**config.mk**
```make
export PLATFORM = sky130hd
export DESIGN_NAME = dual_uart
export DESIGN_NICKNAME = d
export VERILOG_FILES = /design/src/dual_uart.v /design/src/uart_fifo.v
export VERILOG_INCLUDE_DIRS = /design/src
export SDC_FILE = /design/constraint.sdc
export NUM_CORES = 1
export LEC_CHECK = 0
export ABC_CLOCK_PERIOD_IN_PS = 2800
export BUFFER_PORTS_ARGS = -buffer_cell sky130_fd_sc_hd__buf_2
export CAP_MARGIN = 20
export CORE_MARGIN = 10
export CORE_UTILIZATION = 60
export DETAILED_ROUTE_END_ITERATION = 10
export PLACE_DENSITY = 0.88
export SYNTH_ARGS = -nofsm -noshare
export SYNTH_HDL_FRONTEND = slang
export SYNTH_SLANG_ARGS = --single-unit
```
**constraint.sdc**
```tcl
create_clock -name mclk -period 2.8 [get_ports mclk]
set_input_delay 0.56 -clock mclk [delete_from_list [all_inputs] [get_ports mclk]]
set_output_delay 0.56 -clock mclk [all_outputs]
set_load 0.01 [all_outputs]
```
**src/uart_defines.vh**
```
// Constants for the dual serial port block
`ifndef UART_DEFINES_VH
`define UART_DEFINES_VH
`define CLK_HZ 250000000
`define BAUD_BASE 115200
`define BAUD_MULT_MAX 40
`define XTAL_40_BOOT_BAUD 115200
`define XTAL_26_BOOT_BAUD 74880
`define DIV_W 16
`define DIV_BOOT_40 16'h087A
`define DIV_BOOT_26 16'h0D0B
`define DIV_MIN 16'h0001
`define BIT_CNT_W 4
`define FRAME_BITS 4'h9
`define DATA_BITS 4'h8
`define DATA_MSB 7
`define FIFO_DEPTH 4
`define FIFO_AW 2
`define ZERO_DIV 16'h0000
`define ZERO_BITS 4'h0
`endif

```
**src/dual_uart.v**
```verilog
// Dual serial port: primary with flow control, log transmit-only port
`timescale 1ns/1ps
`include "uart_defines.vh"
module dual_uart (
	// Clock, reset, enable
	input wire mclk,
	input wire rst_b,
	input wire ce,
	// Configuration
	input wire xtal_is_26,
	input wire cfg_done,
	input wire [15:0] baud_div,
	input wire alt_pins,
	// Primary transmit data
	input wire tx_valid,
	output wire tx_ready,
	input wire [7:0] tx_data,
	// Primary receive data
	output reg rx_valid,
	output reg [7:0] rx_data,
	output reg rx_frame_err,
	// Log transmit data
	input wire log_valid,
	output reg log_ready,
	input wire [7:0] log_data,
	// Boot status character
	input wire boot_valid,
	input wire [7:0] boot_data,
	output reg boot_ready,
	// Primary pins
	input wire primary_receive_line,
	output reg primary_transmit_line,
	output reg primary_request_to_send,
	input wire primary_clear_to_send,
	// Alternate pins
	input wire alternate_pin_b,
	output reg alternate_pin_a,
	// Log pin
	output reg log_transmit_line
);
	localparam S_IDLE = 3'b001;
	localparam S_SHIFT = 3'b010;
	localparam S_STOP = 3'b100;
	// Two-flop synchronisers for pin inputs
	reg [1:0] rxd_sync_reg;
	reg [1:0] cts_sync_reg;
	reg [1:0] alt_sync_reg;
	wire rxd_s;
	wire cts_s;
	// FIFO between user and primary transmitter
	wire f_valid;
	wire f_ready;
	wire [7:0] f_data;
	// Primary transmitter
	reg [2:0] ptx_st_reg;
	reg [8:0] ptx_sh_reg;
	reg [3:0] ptx_bits_reg;
	reg [15:0] ptx_cnt_reg;
	reg ptx_line_reg;
	// Log transmitter
	reg [2:0] ltx_st_reg;
	reg [8:0] ltx_sh_reg;
	reg [3:0] ltx_bits_reg;
	reg [15:0] ltx_cnt_reg;
	// Receiver
	reg [2:0] rx_st_reg;
	reg [7:0] rx_sh_reg;
	reg [3:0] rx_bits_reg;
	reg [15:0] rx_cnt_reg;
	wire boot_mode;
	wire [15:0] div;
	wire ptx_take_boot;
	wire ptx_take_user;

	// Rate select shared by every engine
	function [15:0] pick_div;
		input boot;
		input x26;
		input [15:0] user;
		begin
			if (boot)
				pick_div = x26 ? `DIV_BOOT_26 : `DIV_BOOT_40;
			else if (user == `ZERO_DIV)
				pick_div = `DIV_MIN;
			else
				pick_div = user;
		end
	endfunction

	assign boot_mode = ~cfg_done;
	assign div = pick_div(boot_mode, xtal_is_26, baud_div);
	assign rxd_s = alt_pins ? alt_sync_reg[1] : rxd_sync_reg[1];
	assign cts_s = cts_sync_reg[1];
	assign ptx_take_boot = boot_mode & boot_valid;
	assign ptx_take_user = ~boot_mode & f_valid & ~cts_s;
	assign f_ready = (ptx_st_reg == S_IDLE) & ptx_take_user;

	uart_fifo #(
		.WIDTH(8),
		.DEPTH(`FIFO_DEPTH),
		.AW(`FIFO_AW)
	) u_fifo (
		.mclk(mclk),
		.rst_b(rst_b),
		.ce(ce),
		.in_valid(tx_valid),
		.in_ready(tx_ready),
		.in_data(tx_data),
		.out_valid(f_valid),
		.out_ready(f_ready),
		.out_data(f_data)
	);

	always @(posedge mclk or negedge rst_b)
	begin
		if (!rst_b)
		begin
			rxd_sync_reg <= 2'h3;
			cts_sync_reg <= 2'h3;
			alt_sync_reg <= 2'h3;
		end
		else if (ce)
		begin
			rxd_sync_reg <= {rxd_sync_reg[0], primary_receive_line};
			cts_sync_reg <= {cts_sync_reg[0], primary_clear_to_send};
			alt_sync_reg <= {alt_sync_reg[0], alternate_pin_b};
		end
	end

	// Primary transmitter
	always @(posedge mclk or negedge rst_b)
	begin
		if (!rst_b)
		begin
			ptx_st_reg <= S_IDLE;
			ptx_sh_reg <= 9'h1FF;
			ptx_bits_reg <= `ZERO_BITS;
			ptx_cnt_reg <= `ZERO_DIV;
			ptx_line_reg <= 1'b1;
			boot_ready <= 1'b0;
		end
		else if (ce)
		begin
			boot_ready <= 1'b0;
			case (ptx_st_reg)
			S_IDLE:
			begin
				ptx_line_reg <= 1'b1;
				ptx_cnt_reg <= div - 1'b1;
				ptx_bits_reg <= `ZERO_BITS;
				if (ptx_take_boot)
				begin
					ptx_sh_reg <= {boot_data, 1'b0};
					ptx_line_reg <= 1'b0;
					boot_ready <= 1'b1;
					ptx_st_reg <= S_SHIFT;
				end
				else if (ptx_take_user)
				begin
					ptx_sh_reg <= {f_data, 1'b0};
					ptx_line_reg <= 1'b0;
					ptx_st_reg <= S_SHIFT;
				end
			end
			S_SHIFT:
			begin
				if (ptx_cnt_reg == `ZERO_DIV)
				begin
					ptx_cnt_reg <= div - 1'b1;
					ptx_sh_reg <= {1'b1, ptx_sh_reg[8:1]};
					ptx_line_reg <= ptx_sh_reg[1];
					ptx_bits_reg <= ptx_bits_reg + 1'b1;
					if (ptx_bits_reg == `DATA_BITS)
					begin
						ptx_line_reg <= 1'b1;
						ptx_st_reg <= S_STOP;
					end
				end
				else
					ptx_cnt_reg <= ptx_cnt_reg - 1'b1;
			end
			S_STOP:
			begin
				if (ptx_cnt_reg == `ZERO_DIV)
					ptx_st_reg <= S_IDLE;
				else
					ptx_cnt_reg <= ptx_cnt_reg - 1'b1;
			end
			default:
				ptx_st_reg <= S_IDLE;
			endcase
		end
	end

	// Log transmitter, no receive side
	always @(posedge mclk or negedge rst_b)
	begin
		if (!rst_b)
		begin
			ltx_st_reg <= S_IDLE;
			ltx_sh_reg <= 9'h1FF;
			ltx_bits_reg <= `ZERO_BITS;
			ltx_cnt_reg <= `ZERO_DIV;
			log_transmit_line <= 1'b1;
			log_ready <= 1'b0;
		end
		else if (ce)
		begin
			log_ready <= 1'b0;
			case (ltx_st_reg)
			S_IDLE:
			begin
				log_transmit_line <= 1'b1;
				ltx_cnt_reg <= div - 1'b1;
				ltx_bits_reg <= `ZERO_BITS;
				if (log_valid & ~log_ready)
				begin
					ltx_sh_reg <= {log_data, 1'b0};
					log_transmit_line <= 1'b0;
					log_ready <= 1'b1;
					ltx_st_reg <= S_SHIFT;
				end
			end
			S_SHIFT:
			begin
				if (ltx_cnt_reg == `ZERO_DIV)
				begin
					ltx_cnt_reg <= div - 1'b1;
					ltx_sh_reg <= {1'b1, ltx_sh_reg[8:1]};
					log_transmit_line <= ltx_sh_reg[1];
					ltx_bits_reg <= ltx_bits_reg + 1'b1;
					if (ltx_bits_reg == `DATA_BITS)
					begin
						log_transmit_line <= 1'b1;
						ltx_st_reg <= S_STOP;
					end
				end
				else
					ltx_cnt_reg <= ltx_cnt_reg - 1'b1;
			end
			S_STOP:
			begin
				if (ltx_cnt_reg == `ZERO_DIV)
					ltx_st_reg <= S_IDLE;
				else
					ltx_cnt_reg <= ltx_cnt_reg - 1'b1;
			end
			default:
				ltx_st_reg <= S_IDLE;
			endcase
		end
	end

	// Primary receiver, samples mid-bit
	always @(posedge mclk or negedge rst_b)
	begin
		if (!rst_b)
		begin
			rx_st_reg <= S_IDLE;
			rx_sh_reg <= 8'h00;
			rx_bits_reg <= `ZERO_BITS;
			rx_cnt_reg <= `ZERO_DIV;
			rx_valid <= 1'b0;
			rx_data <= 8'h00;
			rx_frame_err <= 1'b0;
		end
		else if (ce)
		begin
			rx_valid <= 1'b0;
			rx_frame_err <= 1'b0;
			case (rx_st_reg)
			S_IDLE:
			begin
				rx_bits_reg <= `ZERO_BITS;
				rx_cnt_reg <= {1'b0, div[15:1]};
				if (~rxd_s)
					rx_st_reg <= S_SHIFT;
			end
			S_SHIFT:
			begin
				if (rx_cnt_reg == `ZERO_DIV)
				begin
					rx_cnt_reg <= div - 1'b1;
					rx_bits_reg <= rx_bits_reg + 1'b1;
					if (rx_bits_reg == `ZERO_BITS)
					begin
						if (rxd_s)
							rx_st_reg <= S_IDLE;
					end
					else
						rx_sh_reg <= {rxd_s, rx_sh_reg[7:1]};
					if (rx_bits_reg == `DATA_BITS)
						rx_st_reg <= S_STOP;
				end
				else
					rx_cnt_reg <= rx_cnt_reg - 1'b1;
			end
			S_STOP:
			begin
				if (rx_cnt_reg == `ZERO_DIV)
				begin
					rx_data <= rx_sh_reg;
					rx_valid <= rxd_s;
					rx_frame_err <= ~rxd_s;
					rx_st_reg <= S_IDLE;
				end
				else
					rx_cnt_reg <= rx_cnt_reg - 1'b1;
			end
			default:
				rx_st_reg <= S_IDLE;
			endcase
		end
	end

	// Pin routing and receive flow control
	always @(posedge mclk or negedge rst_b)
	begin
		if (!rst_b)
		begin
			primary_transmit_line <= 1'b1;
			alternate_pin_a <= 1'b1;
			primary_request_to_send <= 1'b1;
		end
		else if (ce)
		begin
			// Alternate route keeps the normal pin idle during boot text
			primary_transmit_line <= alt_pins ? 1'b1 : ptx_line_reg;
			alternate_pin_a <= alt_pins ? ptx_line_reg : 1'b1;
			// RTS low (ready) only when receiver idle; no receive buffer
			primary_request_to_send <= ~(rx_st_reg == S_IDLE) | boot_mode;
		end
	end
endmodule

```
**src/uart_fifo.v**
```verilog
// Small valid/ready FIFO for serial data
`timescale 1ns/1ps
module uart_fifo #(
	parameter WIDTH = 8,
	parameter DEPTH = 4,
	parameter AW = 2
)(
	// Clock, reset and enable
	input wire mclk,
	input wire rst_b,
	input wire ce,
	// Fill side
	input wire in_valid,
	output wire in_ready,
	input wire [WIDTH-1:0] in_data,
	// Drain side
	output wire out_valid,
	input wire out_ready,
	output wire [WIDTH-1:0] out_data
);
	reg [WIDTH-1:0] mem [0:DEPTH-1];
	reg [AW-1:0] wr_reg;
	reg [AW-1:0] rd_reg;
	reg [AW:0] cnt_reg;
	reg ready_reg;
	wire push;
	wire pop;
	// Registered so the top-level ready comes straight from a flop
	assign in_ready = ready_reg;
	assign out_valid = (cnt_reg != {(AW+1){1'b0}});
	assign out_data = mem[rd_reg];
	assign push = in_valid & in_ready & ce;
	assign pop = out_valid & out_ready & ce;
	always @(posedge mclk)
	begin
		if (push)
			mem[wr_reg] <= in_data;
	end
	always @(posedge mclk or negedge rst_b)
	begin
		if (!rst_b)
		begin
			wr_reg <= {AW{1'b0}};
			rd_reg <= {AW{1'b0}};
			cnt_reg <= {(AW+1){1'b0}};
			ready_reg <= 1'b1;
		end
		else
		begin
			if (push)
				wr_reg <= wr_reg + 1'b1;
			if (pop)
				rd_reg <= rd_reg + 1'b1;
			if (push & ~pop)
			begin
				cnt_reg <= cnt_reg + 1'b1;
				ready_reg <= (cnt_reg + 1'b1 != DEPTH[AW:0]);
			end
			else if (pop & ~push)
			begin
				cnt_reg <= cnt_reg - 1'b1;
				ready_reg <= 1'b1;
			end
		end
	end
endmodule

```
# After elaboration in Yosys (flattened, before gate mapping)
# Memory sizes are Yosys's and may differ from the RTL's.
# Cells that the tools add are included.
[totals] regBits=126 n_memories=1 mem_bits_rw=32 wordCells=185 output_inout_bits=17 rom_bits=0 latch_bits=0
[classes] reduce_logical=26 n_lt_le_gt_ge=0 addsub=11 n_eq_ne=29 n_shift=0 multipliers=0 bitwise=20 mux=69 n_div=0
[mem_list] memory="u_fifo.mem" depth=4 word_bits=8 rd=1 rd_ports_with_merged_regs=0 write_ports=1 line="uart_fifo.v:21" source="reg [WIDTH-1:0] mem [0:DEPTH-1];"
[ops] op="16-bit one-hot mux with 3 select lines" count=3
[ops] op="16-bit two-way mux" count=8
[ops] op="16-bit zero test" count=4
[ops] op="16-bit by 1-bit subtractor with 16-bit output, second input constant" count=4
[ops] op="3-bit two-way mux" count=17
[ops] op="9-bit two-way mux" count=5
[ops] op="9-bit one-hot mux with 2 select lines" count=2
[ops] op="3-bit one-hot mux with 3 select lines" count=3
[ops] op="2-bit inequality test, second input constant" count=13
[ops] op="4-bit one-hot mux with 2 select lines" count=3
[ops] op="1-bit two-way mux" count=22
[ops] op="3-bit AND reduction" count=7
[ops] op="4-bit by 1-bit adder with 4-bit output, second input constant" count=3
[ops] op="4-bit equality test, second input constant" count=3
[ops] op="4-bit two-way mux" count=3
[ops] op="3-bit inequality test, second input constant" count=4
[ops] op="4-bit AND reduction" count=3
[ops] op="3-bit nonzero test" count=4
[ops] op="1-bit bitwise AND" count=11
[ops] op="11-bit two-way mux" count=1
[ops] op="5-bit AND reduction" count=2
[ops] op="3-bit by 1-bit equality test with 1-bit output, second input constant" count=3
[ops] op="3-bit by 2-bit equality test with 1-bit output, second input constant" count=3
[ops] op="3-bit equality test, second input constant" count=3
[ops] op="9 further kinds" count=21

# Longest topological paths before layout
# Gate-level depths: netlist of the first run.
[depth] depth_word=9 ltp_mapped=13 ltp_nobuf=12

# By module
# A second synthesis of the first run with hierarchy kept.
[hier_totals] cells_unflattened=942 area_unflattened_um2=8864.8
[modules_own_cells] mod="dual_uart" cells_per_inst=849 area_each_um2=7193.1 instances=1
[modules_own_cells] mod="uart_fifo" cells_per_inst=93 area_each_um2=1671.6 instances=1

# Least setup slack after synthesis of the first run
# No wires, ideal clock.
[synth_timing] kind="in2reg" from="input port baud_div[9]" to="register rx_cnt_reg[14]" stages=13 setup_slack_ps=-433 arrival_ps=3168 path_buffers=1 path_cell_list="or4_1 > clkbuf_1 > nor4_2 > nand2_1 > a31oi_1 > inv_1 > ha_1 > or3b_2 > nor4_1 > xor2_1 > nand2_1 > o41ai_1 > o22a_1"
[synth_between] elab_chain_cells=6
[synth_lines] item="start, declared" line="dual_uart.v:12" source="input wire [15:0] baud_div,"
[synth_lines] item="16-bit zero test (no source line)"
[synth_lines] item="16-bit two-way mux (*)" line="dual_uart.v:83" source="else if (user == `ZERO_DIV)"
[synth_lines] item="16-bit two-way mux (*)" line="dual_uart.v:81" source="if (boot)"
[synth_lines] item="16-bit by 1-bit subtractor with 16-bit output" line="dual_uart.v:283" source="rx_cnt_reg <= div - 1'b1;"
[synth_lines] item="16-bit two-way mux" line="dual_uart.v:281" source="if (rx_cnt_reg == `ZERO_DIV)"
[synth_lines] item="16-bit one-hot mux with 3 select lines (*)" line="dual_uart.v:271" source="case (rx_st_reg)"
[synth_lines] item="end signal, assigned" line="dual_uart.v:275" source="rx_cnt_reg <= {1'b0, div[15:1]};"
[synth_lines] item="end signal, assigned" line="dual_uart.v:283"
[synth_lines] item="end signal, assigned" line="dual_uart.v:296" source="rx_cnt_reg <= rx_cnt_reg - 1'b1;"
[synth_lines] item="end, declared" line="dual_uart.v:69" source="reg [15:0] rx_cnt_reg;"
# Every way passes the cells marked *; elsewhere a longest branch is shown, timed or not.
# A chain may end at the register's enable or synchronous reset.

# Worst setup path after layout of the first run
[layout_timing] from="input port baud_div[9]" to="register ltx_cnt_reg[14]"
[layout_between] elab_chain_cells=6
[layout_lines] item="16-bit zero test (no source line)"
[layout_lines] item="16-bit two-way mux (*)" line="dual_uart.v:83"
[layout_lines] item="16-bit two-way mux (*)" line="dual_uart.v:81"
[layout_lines] item="16-bit by 1-bit subtractor with 16-bit output (*)" line="dual_uart.v:214, dual_uart.v:228"
[layout_lines] item="16-bit two-way mux" line="dual_uart.v:226" source="if (ltx_cnt_reg == `ZERO_DIV)"
[layout_lines] item="16-bit one-hot mux with 3 select lines (*)" line="dual_uart.v:210" source="case (ltx_st_reg)"
[layout_lines] item="end signal, assigned" line="dual_uart.v:214" source="ltx_cnt_reg <= div - 1'b1;"
[layout_lines] item="end signal, assigned" line="dual_uart.v:228" source="ltx_cnt_reg <= div - 1'b1;"
[layout_lines] item="end signal, assigned" line="dual_uart.v:239" source="ltx_cnt_reg <= ltx_cnt_reg - 1'b1;"
[layout_lines] item="end, declared" line="dual_uart.v:64" source="reg [15:0] ltx_cnt_reg;"
# Marked as above.

==> flow_summary.ini, run 1 <==
[status]
outcome = complete, no violations

[grt]
grt_pass1_wl_um = 37200
gr-total-overflow = 0
grt_pass1_vias = 7718
grt_util_all_layers_pct = 22.6
grt_max_degree = 59
antenna_found_initial = 0

[sta]
fin_crit_sh_pct = 93.8
max_freq_mhz = 381
finalMaxSlewViolations = 0
fin_worst_skew_ps = 11.2
hold_viol = 0
fin_tns_setup_ps = 0
finalSetupViolations = 0
max-slew-margin-rel_pct = 38.1
rsz0062_at_grt = yes
holdWs_ps = 124
tightest_slew_ps = 922
post-route-min-period_ps = 2630

[cts]
clk_pin_slew_ps = 70
hold_buffers = 0
cts_root_buf = clkbuf_16
cts_tree = built
clk_latency_ps = 430
postCtsSetupRepairBufs = 0
cts_buffer_depth = 2
clkSinkCount = 156
post_cts_resized = 0
ctsHtreeMaxLevel = 4
cts_made_buffers = 17

[synth]
synth.avg_cell_area_um2 = 9.94
netlist_area_um2 = 8740
seq_area_frac_synth_pct = 46.9
syn_inst = 879
syn_nets = 950
synth_flop_cell = dfrtp_1
synth.distinct_cells = 80
yosysWarnings = 0
async_flop_share_pct = 79.5
ys_ff_latch = 156
synth-edff-count = 32

[pwr]
p_leak_nw = 4.42
power_density_nw_per_um2 = 681
irDropWorstVdd_v = 0.000507

[placement]
io_buffer_count = 68
dp_cells = 1166
hpwl_um = 15900
gp_congestion = 0.936

[routing]
firstDrtPassIters = 5
antenna_left = 0
viasPerCell = 6.30
via_count = 7547
drt_iter0_markers = 639
detail_route.wl_per_cell_um = 18.9
routed_wl_um = 22600
drc_errors = 0

[worst_setup_path]
cp-end-kind = flop
start_kind = input pin
cp_max_fo = 4
cp_slowest_cell = or4_4
arrival_ps = 2920
reg2reg_depth = 9
required_ps = 3090
path_cells = buf_2 > or4_4 > nor4_4 > nand2_1 > a31oi_2 > inv_2 > ha_4 > or3b_2 > nor4_1 > xor2_1 > buf_4 > a31oi_1 > o21ai_0
critical_path_class = in2reg
crit_path_max_incr_delay_ps = 550

[min_path]
min_path_type = in2async

[finish]
fin_util_pct = 72.0
largest-register = u_fifo.mem
nNetsFinal = 1072
mostFrequentLayoutCell = dfrtp_1
fin_cells = 1198
final_cell_mix = dfrtp_1, nor2_1, buf_4, buf_2, o21ai_0
largest_register_ffs = 32
area_growth_pct = 18.9
layout-drive-gt1-share_pct = 26.9
antennaDiodeCount = 0

[floorplanning]
die-area_um2 = 19800
row_count = 44
die_h_um = 141
ios = 69
core_um2 = 14400
start_util_pct = 60.6
die_w_um = 141

[job]
drv_cap = 0
[report_power, final]
part	leakage, nW	internal, mW	switching [mW]	total (mW)
Sequential	1.79	2.72	0.420	3.14
Clock	0.287	1.20	1.07	2.27
Combinational	2.35	0.734	0.933	1.67
[Yosys cell counts, types with 7 or more instances]
master	n	area share [%]
nand3_1	24	1.4
xor2_1	14	1.4
nor2_1	77	3.3
mux4_2	8	2.1
a21o_1	9	0.77
o221ai_1	7	0.70
a211oi_1	8	0.69
nor4_1	21	1.5
o211ai_1	7	0.60
edfxtp_1	32	11
nand2_1	64	2.7
inv_1	30	1.3
dfstp_2	31	9.3
a31oi_1	7	0.50
dfrtp_1	93	27
ha_1	19	2.7
xnor2_1	12	1.2
o21ai_0	72	4.1
and2_1	9	0.64
nor3_1	24	1.4
nand2b_1	20	1.4
nor2b_1	11	0.79
a21oi_1	64	3.7
mux2_2	28	3.6
clkbuf_1	31	1.3
or3_1	7	0.50
mux2i_1	22	2.5
[area by class of cell]
| cell class | count | area, um2 |
|---|---|---|
| multi-input cells | 653 | 4430 |
| flip-flops and latches | 156 | 4100 |
| fillers | 1006 | 4030 |
| repair buffers | 142 | 923 |
| clock buffers | 17 | 425 |
| well taps | 184 | 230 |
| clock inverters | 15 | 165 |
| inverters | 31 | 116 |
[critical path, delay by kind of cell]
family	cells	cell delay, ps
compound gates	3	510
xor+xnor	1	160
fa+ha+maj	1	180
buf+inv	3	330
simple gates	5	1180
[cell families (layout without fill, tap and decap cells)]
| family | count (synthesis) | in the layout | synth area share [%] |
|---|---|---|---|
| AO/OA/AOI/OAI | 248 | 248 | 18.5 |
| AND/OR/NAND/NOR | 302 | 302 | 17.8 |
| buffers and inverters | 70 | 205 | 3.22 |
| multiplexers | 58 | 58 | 8.19 |
| XOR/XNOR | 26 | 26 | 2.61 |
| adder cells (fa/ha/maj) | 19 | 19 | 2.72 |
| flip-flops | 156 | 156 | 46.9 |
[worst paths after layout]
path,startpoint,to,slack [ps]
setup / recovery,baud_div[9],ltx_cnt_reg[14]$_DFFE_PN0P_,170
hold / removal,rst_b,rx_cnt_reg[0]$_DFFE_PN0P_,120
setup reg to reg,rx_cnt_reg[0]$_DFFE_PN0P_,rx_cnt_reg[13]$_DFFE_PN0P_,180
hold reg to reg,primary_request_to_send$_DFFE_PN1P_,primary_request_to_send$_DFFE_PN1P_,480
max in group asynchronous,rst_b,rxd_sync_reg[0]$_DFFE_PN1P_,1870
min in group mclk,tx_data[2],u_fifo.mem[3][2]$_DFFE_PP_,340
[per-stage QoR]
stage	area [um2]	setup slack (ps)	power [mW]
after detailed placement	9780	-301	4.78
after global routing	10400	-18.6	7.43
after floorplan	8800	-310	4.18
after global placement	9780	-272	4.70
final	10400	173	7.08
after CTS	10400	49.6	7.05
[layer usage]
metal  vias to the layer above  wire [um]  global-route usage [%]
li1                       3513          -                       -
met1                      3636       9360                    27.1
met2                       341      11000                    38.5
met3                        57       1640                    5.41
met4                         0        593                    8.64
met5                         -          0                       0
No activity file was read; power rests on OpenSTA's default activity.
==> run 2: changes to the inputs <==
--- a/config.mk
+++ b/config.mk
@@ -12,6 +12,7 @@
 export CORE_MARGIN = 10
 export CORE_UTILIZATION = 60
 export DETAILED_ROUTE_END_ITERATION = 10
+export MAX_ROUTING_LAYER = met4
 export PLACE_DENSITY = 0.88
 export SYNTH_ARGS = -nofsm -noshare
 export SYNTH_HDL_FRONTEND = slang
==> flow_summary.ini, run 2 (same netlist as run 1, synthesis figures left out) <==
[grt]
grt_pass1_vias = 7646
grt_pass1_wl_um = 38200
antenna_found_initial = 0
gr-total-overflow = 0
grt_util_all_layers_pct = 23.8
grt_max_degree = 61

[worst_setup_path]
arrival_ps = 3090
cp_max_fo = 5
cp-end-kind = flop
endpoint = ltx_cnt_reg[6]$_DFFE_PN0P_
reg2reg_depth = 8
setup.worst_path.start = baud_div[9]
path_cells = buf_6 > or4_4 > nor4_4 > nand2_1 > a31oi_2 > inv_1 > ha_4 > nand2b_4 > nor2_1 > xnor2_1 > a21o_1 > o22ai_1 > a31o_2
r2r_slack_ps = 210
critical_path_class = in2reg
r2r-start = rx_cnt_reg[0]$_DFFE_PN0P_
cp_slowest_cell = or4_4
r2r_end = rx_data[5]$_DFFE_PN0P_
required_ps = 3130
crit_path_max_incr_delay_ps = 540
start_kind = input pin

[pwr]
p_leak_nw = 4.44
power_density_nw_per_um2 = 681
irDropWorstVdd_v = 0.000508

[sta]
fin_tns_setup_ps = 0
post-route-min-period_ps = 2770
fin_crit_sh_pct = 98.8
max_freq_mhz = 362
finalSetupViolations = 0
hold_viol = 0
rsz0062_at_grt = yes
fin_worst_skew_ps = 8.70
tightest_slew_ps = 924
finalMaxSlewViolations = 0
max-slew-margin-rel_pct = 38.0

[finish]
nNetsFinal = 1072
fin_util_pct = 72.2
largest-register = u_fifo.mem
layout-drive-gt1-share_pct = 26.8
area_growth_pct = 19.2
seq_area_um2 = 4100
antennaDiodeCount = 0
final_area_um2 = 10400
mostFrequentLayoutCell = dfrtp_1
fill_cells = 1051
largest_register_ffs = 32
multi_input_area_um2 = 4440
final_cell_mix = dfrtp_1, nor2_1, buf_4, o21ai_0, buf_2

[job]
drv_cap = 0

[cts]
clk_pin_slew_ps = 70
cts_made_buffers = 17
clkSinkCount = 156
cts_buffer_depth = 2
clk_latency_ps = 430
cts_tree = built
ctsHtreeMaxLevel = 4
cts_root_buf = clkbuf_16

[floorplanning]
row_count = 44
ios = 69
start_util_pct = 60.6
die_w_um = 141
core_um2 = 14400
die-area_um2 = 19800
die_h_um = 141

[status]
outcome = complete, no violations

[routing]
drt_iter0_markers = 920
firstDrtPassIters = 6
viasPerCell = 6.29
antenna_left = 0
via_count = 7532
routed_wl_um = 22900
drc_errors = 0
detail_route.wl_per_cell_um = 19.1

[placement]
dpl_cell_area_um2 = 9750
io_buffer_count = 68
hpwl_um = 16200
gp_congestion = 0.977

[min_path]
min_path_type = in2async
## run 2: report_power, final
part / switching (mW) / total (mW) / internal (mW)
Combinational: 0.942 / 1.67 / 0.732
Clock: 1.08 / 2.29 / 1.20
Sequential: 0.415 / 3.14 / 2.72
## run 2: timing repair
action | in CTS | in global routing
hold buffers | 0 | 0
buffers inserted | 0 | 3
resized for setup | 0 | 7
endpoints found under the setup margin | 0 | 8
## run 2: area by class of cell
class | count | area share, %
clock buffer | 17 | 4.08
timing repair buffer | 142 | 8.96
inverter | 31 | 1.12
tap | 184 | 2.21
sequential | 156 | 39.4
multi-input combinational | 653 | 42.6
clock inverter | 15 | 1.65
## run 2: layer usage
layer	vias to the layer above	track usage, %	routed length, um
li1	3518	-	-
met1	3599	29.4	9460
met2	345	37.5	11100
met3	70	5.48	1600
met4	0	9.13	693
met5	-	-	0
## run 2: worst min path at each step
| stage | from | endpoint | slack [ps] | cells after the start |
|---|---|---|---|---|
| detailed placement | ptx_sh_reg[4]$_DFFE_PN1P_ | ptx_sh_reg[4]$_DFFE_PN1P_ | 470 | 2 |
| floorplan | rst_b | boot_ready$_DFFE_PN0P_ | 260 | 0 |
| global placement | ptx_sh_reg[8]$_DFFE_PN1P_ | ptx_sh_reg[8]$_DFFE_PN1P_ | 470 | 2 |
| finish | rst_b | rx_cnt_reg[0]$_DFFE_PN0P_ | 90 | 1 |
| global route | rst_b | rx_cnt_reg[1]$_DFFE_PN0P_ | 120 | 1 |
| CTS | rst_b | rx_cnt_reg[1]$_DFFE_PN0P_ | 100 | 1 |
## run 2: critical path: cells and delay by family
| kind | cells | cell delay, ps |
|---|---|---|
| fa+ha+maj | 1 | 190 |
| buf+inv | 2 | 180 |
| xor+xnor | 1 | 250 |
| compound gates | 4 | 760 |
| simple gates | 5 | 1140 |
## run 2: per-stage QoR
stage	power, mW	setup WS (ps)	instances	hold slack, ps
2_1_floorplan	4.18	-310	879	264
3_3_place_gp	4.70	-284	1162	465
3_5_place_dp	4.78	-325	1162	472
4_1_cts	7.08	71.3	1194	104
5_1_grt	7.47	-89.9	1198	123
6_report	7.10	34.6	1198	86.8
